==> src/design/splr_cfg.svh <==
// Purpose: constants for the sata port lockup recovery block
// Assumes: 250 MHz clock
// Notes: bit positions are within 32-bit status words
`ifndef SPLR_CFG_SVH
`define SPLR_CFG_SVH
`define SPLR_IFS_BIT 27
`define SPLR_DIAG_BIT 23
`define SPLR_DET_LSB 0
`define SPLR_DET_MSB 3
`define SPLR_DET_COMRESET 4'h1
`define SPLR_DET_NONE 4'h0
`define SPLR_FIFO_DEPTH 8
`define SPLR_FIFO_AW 3
`define SPLR_CMD_TIMEOUT_US 1000
`define SPLR_CMD_TIMEOUT_CYC (`SPLR_CMD_TIMEOUT_US * 250)
`define SPLR_REG_RESET 32'h0000_0000
`endif

==> src/design/splr_pkg.sv <==
// Purpose: types for the sata port lockup recovery block
// Assumes: nothing
// Notes: state enum and carrier structs
package splr_pkg;
   typedef enum logic [2:0] {
      SPLR_LINK_INIT,
      SPLR_LINK_IDLE,
      SPLR_LINK_RECV,
      SPLR_LINK_LOCKED,
      SPLR_CMD_DONE
   } splr_link_e;

   // receive side events decoded by the link layer
   typedef struct packed {
      logic fis_start;
      logic fis_word;
      logic [31:0] fis_data;
      logic fis_end;
      logic sync_escape;
      logic cont_corrupt;
      logic pio_read;
      logic phy_ready;
   } splr_rx_s;

   // command side from the command list engine
   typedef struct packed {
      logic cmd_issue;
      logic soft_reset;
      logic [3:0] detect_init_field;
   } splr_cmd_s;

   typedef struct packed {
      logic interface_fatal_flag;
      logic link_sequence_diag;
      logic cmd_timeout;
      logic cmd_complete;
      logic link_locked;
      logic comreset_out;
   } splr_stat_s;
endpackage

==> src/design/splr_port.sv <==
// Purpose: lockup detection and port reset recovery of a sata host port
// Assumes: rx events are same-clock pulses from the link layer; phy ready
//    is a pin and is synchronised here
// Notes: the soft reset path is deliberately ineffective once locked
//    but still drops a pending command while the link is healthy
//
// What this block does
// - on link lockup set interface fatal flag, status bit 27.
// - on link lockup also set link sequence diag, error bit 23.
// - fis then sync escape locks the link; pending command times out.
// - corrupted continue primitive in pio read locks link; command times out.
// - soft reset through command list does not clear a lockup.
// - register fis over eight dwords overflows fifo and locks controller.
`timescale 1ns/1ns
`default_nettype none
`include "splr_cfg.svh"
module splr_port
   import splr_pkg::*;
#(
   parameter int unsigned CMD_TIMEOUT_CYC = `SPLR_CMD_TIMEOUT_CYC
)
(
   // clock and reset
   input wire logic clock,
   input wire logic reset_n,
   // link and command side
   input wire splr_rx_s rx,
   input wire splr_cmd_s cmd,
   // status words, flags and store read data
   output logic [31:0] port_interrupt_status,
   output logic [31:0] port_error_register,
   output splr_stat_s stat,
   output logic [31:0] rx_dword
);
   typedef struct packed {
      logic [1:0] phy_sync;
      splr_link_e link;
      logic [`SPLR_FIFO_AW-1:0] rd_ptr;
      logic [31:0] timer;
      logic cmd_busy;
      logic [31:0] pis;
      logic [31:0] perr;
      splr_stat_s stat;
      logic [3:0] det_prev;
   } splr_state_s;

   splr_state_s st_r, st_nxt;
   logic [1:0] rst_sync_r;
   logic rst_n;
   logic fifo_ovf;
   logic fifo_flush;
   logic fifo_wr;
   logic [31:0] fifo_rd;
   logic comreset;
   logic lock_evt;

   // a strobe on the transition to 0x1, so a held value fires once
   function automatic logic det_edge(input logic [3:0] now,
                                     input logic [3:0] prev);
      return (now == `SPLR_DET_COMRESET) && (prev != `SPLR_DET_COMRESET);
   endfunction

   // both lock paths share this decode; keep them in step
   function automatic logic cont_fault(input splr_rx_s ev);
      return ev.pio_read && ev.cont_corrupt;
   endfunction

   function automatic logic is_locked(input splr_link_e state);
      return state == SPLR_LINK_LOCKED;
   endfunction

   assign rst_n = rst_sync_r[1];
   assign comreset = det_edge(cmd.detect_init_field, st_r.det_prev);
   // each register fis starts from an empty store, so only a single fis
   // longer than the store can overflow it
   assign fifo_flush = comreset
      || (rx.fis_start && st_r.link == SPLR_LINK_IDLE);
   assign fifo_wr = rx.fis_word && st_r.link == SPLR_LINK_RECV;

   splr_rx_fifo u_fifo (
      .clock(clock),
      .rst_n(rst_n),
      .flush(fifo_flush),
      .wr_en(fifo_wr),
      .wr_data(rx.fis_data),
      .rd_addr(st_r.rd_ptr),
      .rd_data(fifo_rd),
      .overflow(fifo_ovf)
   );

   always_comb begin
      st_nxt = st_r;
      lock_evt = 1'b0;
      st_nxt.phy_sync = {st_r.phy_sync[0], rx.phy_ready};
      st_nxt.det_prev = cmd.detect_init_field;
      st_nxt.stat.comreset_out = comreset;
      st_nxt.stat.cmd_complete = 1'b0;
      // free-running read pointer gives a rotating debug view of the store
      st_nxt.rd_ptr = st_r.rd_ptr + (`SPLR_FIFO_AW)'(1);
      // a locked port drops new commands
      if (cmd.cmd_issue && !is_locked(st_r.link)) begin
         st_nxt.cmd_busy = 1'b1;
         st_nxt.timer = '0;
      end
      unique case (st_r.link)
         SPLR_LINK_INIT: begin
            if (st_r.phy_sync[1]) begin
               st_nxt.link = SPLR_LINK_IDLE;
            end
         end
         SPLR_LINK_IDLE: begin
            if (rx.fis_start) begin
               st_nxt.link = SPLR_LINK_RECV;
            end else if (cont_fault(rx)) begin
               lock_evt = 1'b1;
            end
         end
         SPLR_LINK_RECV: begin
            if (rx.sync_escape) begin
               lock_evt = 1'b1;
            end else if (cont_fault(rx)) begin
               lock_evt = 1'b1;
               // overflow shows a cycle after the ninth word and is checked ahead of its end
            end else if (fifo_ovf) begin
               lock_evt = 1'b1;
            end else if (rx.fis_end) begin
               st_nxt.link = SPLR_CMD_DONE;
            end
         end
         SPLR_CMD_DONE: begin
            if (st_r.cmd_busy) begin
               st_nxt.stat.cmd_complete = 1'b1;
               st_nxt.cmd_busy = 1'b0;
            end
            st_nxt.link = SPLR_LINK_IDLE;
         end
         SPLR_LINK_LOCKED: begin
            // soft reset reaches a core that no longer listens
            st_nxt.link = SPLR_LINK_LOCKED;
         end
         default: begin
            // the spare state codes fall back to link start-up
            st_nxt.link = SPLR_LINK_INIT;
         end
      endcase
      // soft reset only helps a port that still listens
      if (cmd.soft_reset && !is_locked(st_r.link)) begin
         st_nxt.cmd_busy = 1'b0;
         st_nxt.timer = '0;
         if (st_r.link != SPLR_LINK_INIT) begin
            st_nxt.link = SPLR_LINK_IDLE;
         end
      end
      if (lock_evt) begin
         st_nxt.link = SPLR_LINK_LOCKED;
         st_nxt.pis[`SPLR_IFS_BIT] = 1'b1;
         st_nxt.perr[`SPLR_DIAG_BIT] = 1'b1;
      end
      // the timer only runs while locked; a healthy command has no deadline
      if (st_r.cmd_busy && is_locked(st_r.link)) begin
         if (st_r.timer == 32'(CMD_TIMEOUT_CYC - 1)) begin
            st_nxt.stat.cmd_timeout = 1'b1;
            st_nxt.cmd_busy = 1'b0;
         end else begin
            st_nxt.timer = st_r.timer + 32'h1;
         end
      end
      if (comreset) begin
         // flags stay set for software; link, command and timeout state are recovered
         st_nxt.link = SPLR_LINK_INIT;
         st_nxt.cmd_busy = 1'b0;
         st_nxt.timer = '0;
         st_nxt.stat.cmd_timeout = 1'b0;
      end
      st_nxt.stat.interface_fatal_flag = st_nxt.pis[`SPLR_IFS_BIT];
      st_nxt.stat.link_sequence_diag = st_nxt.perr[`SPLR_DIAG_BIT];
      st_nxt.stat.link_locked = is_locked(st_nxt.link);
   end

   // reset release synchroniser; kept outside the state struct because it
   // is the only register that sees the raw reset pin
   always_ff @(posedge clock or negedge reset_n) begin
      if (!reset_n) begin
         rst_sync_r <= 2'h0;
      end else begin
         rst_sync_r <= {rst_sync_r[0], 1'b1};
      end
   end

   always_ff @(posedge clock or negedge rst_n) begin
      if (!rst_n) begin
         st_r.phy_sync <= 2'h0;
         st_r.link <= SPLR_LINK_INIT;
         st_r.rd_ptr <= '0;
         st_r.timer <= 32'h0;
         st_r.cmd_busy <= 1'b0;
         st_r.pis <= `SPLR_REG_RESET;
         st_r.perr <= `SPLR_REG_RESET;
         st_r.stat <= '0;
         st_r.det_prev <= `SPLR_DET_NONE;
      end else begin
         st_r.phy_sync <= st_nxt.phy_sync;
         st_r.link <= st_nxt.link;
         st_r.rd_ptr <= st_nxt.rd_ptr;
         st_r.timer <= st_nxt.timer;
         st_r.cmd_busy <= st_nxt.cmd_busy;
         st_r.pis <= st_nxt.pis;
         st_r.perr <= st_nxt.perr;
         st_r.stat <= st_nxt.stat;
         st_r.det_prev <= st_nxt.det_prev;
      end
   end

   assign port_interrupt_status = st_r.pis;
   assign port_error_register = st_r.perr;
   assign stat = st_r.stat;
   assign rx_dword = fifo_rd;
endmodule
`default_nettype wire

==> src/design/splr_rx_fifo.sv <==
// Purpose: eight dword receive store for register fis data
// Assumes: one write per cycle, reads registered
// Notes: overflow is reported, not blocked, as in the faulty core
`timescale 1ns/1ns
`default_nettype none
`include "splr_cfg.svh"
module splr_rx_fifo
   import splr_pkg::*;
(
   // clock and reset
   input wire logic clock,
   input wire logic rst_n,
   // control
   input wire logic flush,
   input wire logic wr_en,
   input wire logic [31:0] wr_data,
   input wire logic [`SPLR_FIFO_AW-1:0] rd_addr,
   // status
   output logic [31:0] rd_data,
   output logic overflow
);
   typedef struct packed {
      logic [`SPLR_FIFO_AW:0] count;
      logic [31:0] rd_data;
      logic overflow;
   } splr_fifo_s;
   logic [31:0] mem_r [`SPLR_FIFO_DEPTH];
   splr_fifo_s st_r, st_nxt;

   always_comb begin
      st_nxt = st_r;
      st_nxt.rd_data = mem_r[rd_addr];
      if (flush) begin
         st_nxt.count = '0;
         st_nxt.overflow = 1'b0;
      end else if (wr_en) begin
         if (st_r.count == (`SPLR_FIFO_AW+1)'(`SPLR_FIFO_DEPTH)) begin
            st_nxt.overflow = 1'b1;
         end else begin
            st_nxt.count = st_r.count + (`SPLR_FIFO_AW+1)'(1);
         end
      end
   end

   always_ff @(posedge clock or negedge rst_n) begin
      if (!rst_n) begin
         st_r <= '0;
      end else begin
         st_r <= st_nxt;
      end
   end

   // storage has no reset; contents are invalid once count is cleared
   always_ff @(posedge clock) begin
      if (wr_en && !flush && st_r.count != (`SPLR_FIFO_AW+1)'(`SPLR_FIFO_DEPTH)) begin
         mem_r[st_r.count[`SPLR_FIFO_AW-1:0]] <= wr_data;
      end
   end

   assign rd_data = st_r.rd_data;
   assign overflow = st_r.overflow;
endmodule
`default_nettype wire

==> config.mk <==
export PLATFORM = sky130hd
export DESIGN_NAME = splr_port
export DESIGN_NICKNAME = d
export VERILOG_FILES = /design/src/design/splr_pkg.sv /design/src/design/splr_port.sv /design/src/design/splr_rx_fifo.sv
export VERILOG_INCLUDE_DIRS = /design/src /design/src/design
export SDC_FILE = /design/constraint.sdc
export NUM_CORES = 1
export LEC_CHECK = 0
export ABC_CLOCK_PERIOD_IN_PS = 3500
export BUFFER_PORTS_ARGS = -buffer_cell sky130_fd_sc_hd__buf_2
export CAP_MARGIN = 0
export CORE_MARGIN = 2
export CORE_UTILIZATION = 55
export DETAILED_ROUTE_END_ITERATION = 8
export PLACE_DENSITY = 0.83
export SYNTH_ARGS = -nofsm -noshare
export SYNTH_HDL_FRONTEND = slang
export SYNTH_SLANG_ARGS = --single-unit
==> constraint.sdc <==
create_clock -name clock -period 3.5 [get_ports clock]
set_input_delay 0.525 -clock clock [delete_from_list [all_inputs] [get_ports clock]]
set_output_delay 0.525 -clock clock [all_outputs]
set_load 0.01 [all_outputs]
# Word-level counts from Yosys, hierarchy flattened
# Memory sizes are Yosys's and may differ from the RTL's. A register that Yosys moved wholly into a read port is not among the register bits.
# Cells that the tools add are included.
totals:
  ff_bits: 57
  latchBits: 0
  ramBits: 256
  rom_bits: 0
  in_bits: 47
  out_inout_bits: 102
  word_cells: 90
  n_memories: 1
classes:
  n_addsub: 3
  multipliers: 0
  n_div: 0
  magnitude_cmp: 0
  eq_ne: 11
  n_shift: 0
  muxes: 39
  bitwise_logic: 0
  reduce_logical: 22
memory_table:
  columns: ["memory", "words", "width", "read_ports", "rd_ports_with_merged_regs", "write_ports", "line_no", "text"]
  rows:
  - ["u_fifo.mem_r", 8, 32, 1, 1, 1, "splr_rx_fifo.sv:27", "logic [31:0] mem_r [`SPLR_FIFO_DEPTH];"]
ops:
  columns: ["operator", "n"]
  rows:
  - ["2-to-1 mux 33 bit", 4]
  - ["adder 32 x 1 -> 32 bit (second input constant)", 1]
  - ["equality test 32 x 18 -> 1 bit (second input constant)", 1]
  - ["2-to-1 mux 32 bit", 1]
  - ["2-to-1 mux 3 bit", 10]
  - ["2-to-1 mux 1 bit", 19]
  - ["one-hot mux 3 bit (5 select lines)", 1]
  - ["2-to-1 mux 4 bit", 3]
  - ["equality test 3 x 2 -> 1 bit (second input constant)", 3]
  - ["logical AND 1 bit", 9]
  - ["nonzero test 2 bit", 4]
  - ["AND reduction 2 bit", 3]
  - ["adder 4 x 1 -> 4 bit (second input constant)", 1]
  - ["equality test 4 x 1 -> 1 bit (second input constant)", 1]
  - ["equality test 4 bit (second input constant)", 1]
  - ["!= test 4 x 1 -> 1 bit (second input constant)", 1]
  - ["!= test 4 bit (second input constant)", 1]
  - ["adder 3 x 1 -> 3 bit (second input constant)", 1]
  - ["equality test 3 x 1 -> 1 bit (second input constant)", 1]
  - ["equality test 3 bit (second input constant)", 1]
  - ["logical NOT 1 bit", 3]
  - ["logical NOT 3 bit", 1]
  - ["nonzero test 3 bit", 1]
  - ["!= test 2 x 1 -> 1 bit (second input constant)", 1]
  - ["other kinds (2)", 2]

# Logic depth before layout (Yosys ltp)
logic_depth:
  depth_word: 10
  depth_mapped: 8
  depth_no_buf: 7

# Cells and area by module
# From an unflattened synthesis, not the netlist that was laid out.
unflattened:
  hier_cells: 814
  area_unflattened_um2: 14279.9
modules_own_cells:
  columns: ["module", "n_inst", "cells_each", "area_each_um2", "seq_area_each_um2"]
  rows:
  - ["splr_rx_fifo", 1, 475, 11126.9, 8613.3]
  - ["splr_port", 1, 339, 3153.0, 1301.2]

# Least setup slack after synthesis
# No wires, ideal clock.
synth_path:
  path_kind: "flip-flop to flip-flop"
  from: "reg st_r[110] (netlist name)"
  to: "mem u_fifo.mem_r[1][0] (enable)"
  setup_time_ps: 461
  arrival_time_ps: 3599
  required_time_ps: 3039
  slack_ps: -560
  stages_incl_launch_ff: 7
  n_path_buf: 1
  synth_period_minus_slack_ps: 4060
  cell_sequence: "dfrtp_1 > clkbuf_1 > and4bb_2 > o21ai_0 > nor2_1 > nand2_1 > nor3_1"
synth_between:
  elab_chain_cells: 8
  elab_cells_between_ends: 10
  classes_between: "eq/ne (2); mux (2); reduce/logical (6)"
synth_rtl:
  columns: ["item", "line_no", "text"]
  rows:
  - ["start, declared", "splr_port.sv:47", "splr_state_s st_r, st_nxt;"]
  - ["equality test 3 x 1 -> 1 bit", "splr_port.sv:77", "|| (rx.fis_start && st_r.link == SPLR_LINK_IDLE);"]
  - ["logical AND 1 bit", "splr_port.sv:77", null]
  - ["logical OR 1 bit", "splr_port.sv:77", null]
  - ["logical NOT 1 bit", "splr_rx_fifo.sv:55", "if (wr_en && !flush && st_r.count != (`SPLR_FIFO_AW+1)'(`SPLR_FIFO_DEPTH)) begin"]
  - ["logical AND 1 bit * (2 in series)", "splr_rx_fifo.sv:55", null]
  - ["2-to-1 mux 1 bit *", "splr_rx_fifo.sv:55", null]
  - ["2-to-1 mux 1 bit *", "splr_rx_fifo.sv:56", "mem_r[st_r.count[`SPLR_FIFO_AW-1:0]] <= wr_data;"]
  - ["end, declared", "splr_rx_fifo.sv:27", null]
# Every way passes the cells marked *; elsewhere a longest branch is shown, timed or not.

# Final worst setup path
layout_path:
  from: "reg st_r[1] (netlist name)"
  to: "mem u_fifo.mem_r[4][4] (enable)"
layout_between:
  elab_chain_cells: 8
layout_rtl:
  columns: ["item", "line_no", "text"]
  rows:
  - ["!= test 4 x 1 -> 1 bit (no line)", null, null]
  - ["logical AND 1 bit", "splr_port.sv:60", "return (now == `SPLR_DET_COMRESET) && (prev != `SPLR_DET_COMRESET);"]
  - ["logical OR 1 bit", "splr_port.sv:77", null]
  - ["logical NOT 1 bit", "splr_rx_fifo.sv:55", null]
  - ["logical AND 1 bit (2 in series)", "splr_rx_fifo.sv:55", null]
  - ["2-to-1 mux 1 bit", "splr_rx_fifo.sv:55", null]
  - ["2-to-1 mux 1 bit", "splr_rx_fifo.sv:56", null]
# No other way between the ends.

==> flow_summary.yaml <==
status:
  status: "finished, final reports clean"
route:
  via_per_inst: 5.78
  drc_errors: 0
  first_iter_violations: 560
  vias: 7182
  drtAntennaViolNets: 0
  wl_mm: 26.8
  first_pass_iters: 5
  wl_per_cell_um: 21.5
clock_network:
  clk_pin_slew_ns: 0.06
  cts_sinks: 345
  cts_buffers: 36
  insertion_delay_ns: 0.53
  clockBufferDepth: 3
  cts_max_level: 2
  cts_root_buf: "clkbuf_16"
  cts_tree: "done"
pwr:
  vdd_ir_drop_max_mv: 0.562
  powerDensity_mw_per_mm2: 590
  switching_share_pct: 22.7
  p_total_mw: 9.33
  p_int_mw: 7.21
  seqPwrFrac_pct: 49.6
  switchingPower_mw: 2.12
  pwr-share-clk_pct: 43.1
  p_leak_nw: 5.61
  p_comb_share_pct: 7.4
synthesis:
  yosysWarnings: 0
  synth-edff-count: 256
  synth.distinct_cells: 65
  synth.largest_area_cell: "edfxtp_1"
  synth-seq-cells: 345
  syn_avg_cell_area_sq_um: 17.4
  yosysSeqAreaShare_pct: 69.5
  synthCells: 820
  yosys-top-cells-area: "edfxtp_1 (54%), dfrtp_1 (16%), mux4_2 (10%), buf_4 (5.4%), mux2_2 (2.5%)"
  async_flop_share_pct: 25.8
  synth.cell_area_sq_mm: 0.0143
  synth_top_area_share_pct: 53.9
  synth_ff_type: "edfxtp_1"
sta:
  fmax_mhz: 331
  hold_viol_final: 0
  finalCritPeriodShare_pct: 86.3
  rsz0062_at_grt: "no"
  fin_setup_tns_ns: 0
  clock_skew_ns: 0.0220
  setup_violations: 0
  fin_ws_ns: 0.480
  tightest_slew_ns: 1.16
  slew_violations: 0
  relSlewSlack_pct: 22.2
  fin_crit_ns: 3.02
final_layout:
  area.growth.synth_to_final_pct: 11.0
  layout_common_cells: "edfxtp_1 (256), buf_2 (86), dfrtp_1 (85), mux4_2 (64), conb_1 (63)"
  layout_commonest_cell: "edfxtp_1"
  final_util_pct: 62.5
  finalNonFillerCells: 1243
  drive_gt1_share_pct: 30.3
  nets: 935
place:
  dp.final_hpwl_mm: 14.8
  place.gp.congestion: 0.849
  place_worst_setup_slack_ns: 0.464
  dp_cells: 1175
  io_buffers: 86
setup_path:
  cp_num_buf_inv: 0
  start_kind: "flip-flop"
  crit_arrival_ns: 3.15
  crit_path_cell_trace: "nor4b_1, o21ai_1, nor2_1, nand2_1, nor2_4"
  criticalPathCategory: "reg2reg"
  path_depth: 5
  endpoint_kind: "flip-flop"
  cp.required_ns: 3.63
  slowest_delay_ns: 0.97
  cp_max_fo: 32
  cpLargestDelayFamily: "simple AND/OR/NAND/NOR gates"
  r2r_cells: 5
  cp_slowest_cell: "nor2_4"
grt:
  track_usage_pct: 20.2
  grt_antenna_before_repair: 2
  overflow: 0
  grt_pass1_vias: 7210
  grt_pass1_wl_mm: 41.0
  grt_max_degree: 58
run:
  drv_cap: 0
floorplanning:
  core_area_sq_mm: 0.0253
  rows: 58
  dieArea_sq_mm: 0.0272
  io_pins: 149
  chipWidth_um: 165
  die_h_um: 165
  initial_utilization_pct: 56.3
min_path:
  hold_path_class: "in2reg"
  hold_depth: 1
==> flip-flops by register name, indices dropped and copies added, names as in the netlist <==
name,flops
stat,5
u_fifo.st_r,4
st_nxt,1
u_fifo.rd_data,32
rst_sync_r,2
st_r,44
u_fifo.mem_r,256
u_fifo.overflow,1
==> through the flow <==
step | hold slack (ns) | cell area (sq um)
6_report | 0.100 | 15800
3_3_place_gp | 0.310 | 14600
2_1_floorplan | 0.229 | 14500
5_1_grt | 0.0965 | 15800
3_5_place_dp | 0.316 | 14600
4_1_cts | 0.0816 | 15800
==> path summary, 6_finish.rpt <==
check	start	end	slack (ns)
worst max-delay path	st_r[1]$_DFF_PN0_	u_fifo.mem_r[4][4]$_DFFE_PP_	0.48
worst min-delay path	rx[0]	st_nxt[114]$_DFF_PN0_	0.1
worst max register to register	st_r[1]$_DFF_PN0_	u_fifo.mem_r[4][4]$_DFFE_PP_	0.48
worst min register to register	rst_sync_r[0]$_DFF_PN0_	rst_sync_r[1]$_DFF_PN0_	0.36
max in group asynchronous	rst_sync_r[1]$_DFF_PN0_	u_fifo.rd_data[4]$_DFF_PN0_	2.35
min in group asynchronous	reset_n	rst_sync_r[1]$_DFF_PN0_	0.32
==> cell usage after synthesis (5+ instances only) <==
cell	n
nand2_1	22
clkbuf_1	17
or3_1	9
nor4_1	8
o21ai_1	8
o31ai_1	12
inv_1	9
a21oi_1	23
or4_1	13
nand3_1	12
nand4_1	11
dfrtp_1	89
nor3_1	6
mux2_2	32
xor2_1	6
and3_1	5
buf_2	9
nor2_1	35
edfxtp_1	256
mux4_2	64
buf_4	102
==> final cells by class <==
| type | instances | area (sq um) |
|---|---|---|
| antenna | 1 | 2.50 |
| clock buffer | 51 | 998 |
| multi-input combinational | 394 | 3650 |
| fill | 1700 | 9500 |
| tap | 330 | 413 |
| timing repair buffer | 98 | 536 |
| clock inverter | 15 | 265 |
| inverter | 9 | 33.8 |
| sequential | 345 | 9920 |
==> cells by family (layout without fill, tap and decap cells) <==
| logic type | Yosys count | in the layout | share of synthesized area [%] |
|---|---|---|---|
| mux | 99 | 99 | 12.8 |
| compound gates | 67 | 67 | 3.12 |
| fa+ha+maj | 4 | 4 | 0.351 |
| simple gates | 151 | 151 | 6.65 |
| other cells | 2 | 64 | 0.0527 |
| flops | 345 | 345 | 69.5 |
| buf+inv | 142 | 173 | 6.83 |
| xor+xnor | 10 | 10 | 0.614 |
==> power by group through the flow <==
stage                     logic [mW]  clock network, mW  registers [mW]
final                          0.686               4.02            4.62
after global routing           0.752               4.23            4.64
after CTS                      0.688               4.10            4.62
after detailed placement       0.680                  0            4.71
after global placement         0.661                  0            4.69
after floorplan                0.606                  0            4.67
==> per-layer routing <==
metal  GRT usage, %  vias to the layer above  share of wire [%]
li1               -                     3178                  -
met3           3.67                       44                5.0
met2           34.7                      253                 52
met5              0                        -              0.049
met1           26.5                     3705                 41
met4           6.64                        2                2.2
==> repair_timing <==
item	in CTS	in global routing
endpoints found under the hold margin	2	0
setup buffers	0	0
hold buffers	1	0
gates resized for setup	0	0
(Power assumes the default switching activity.)
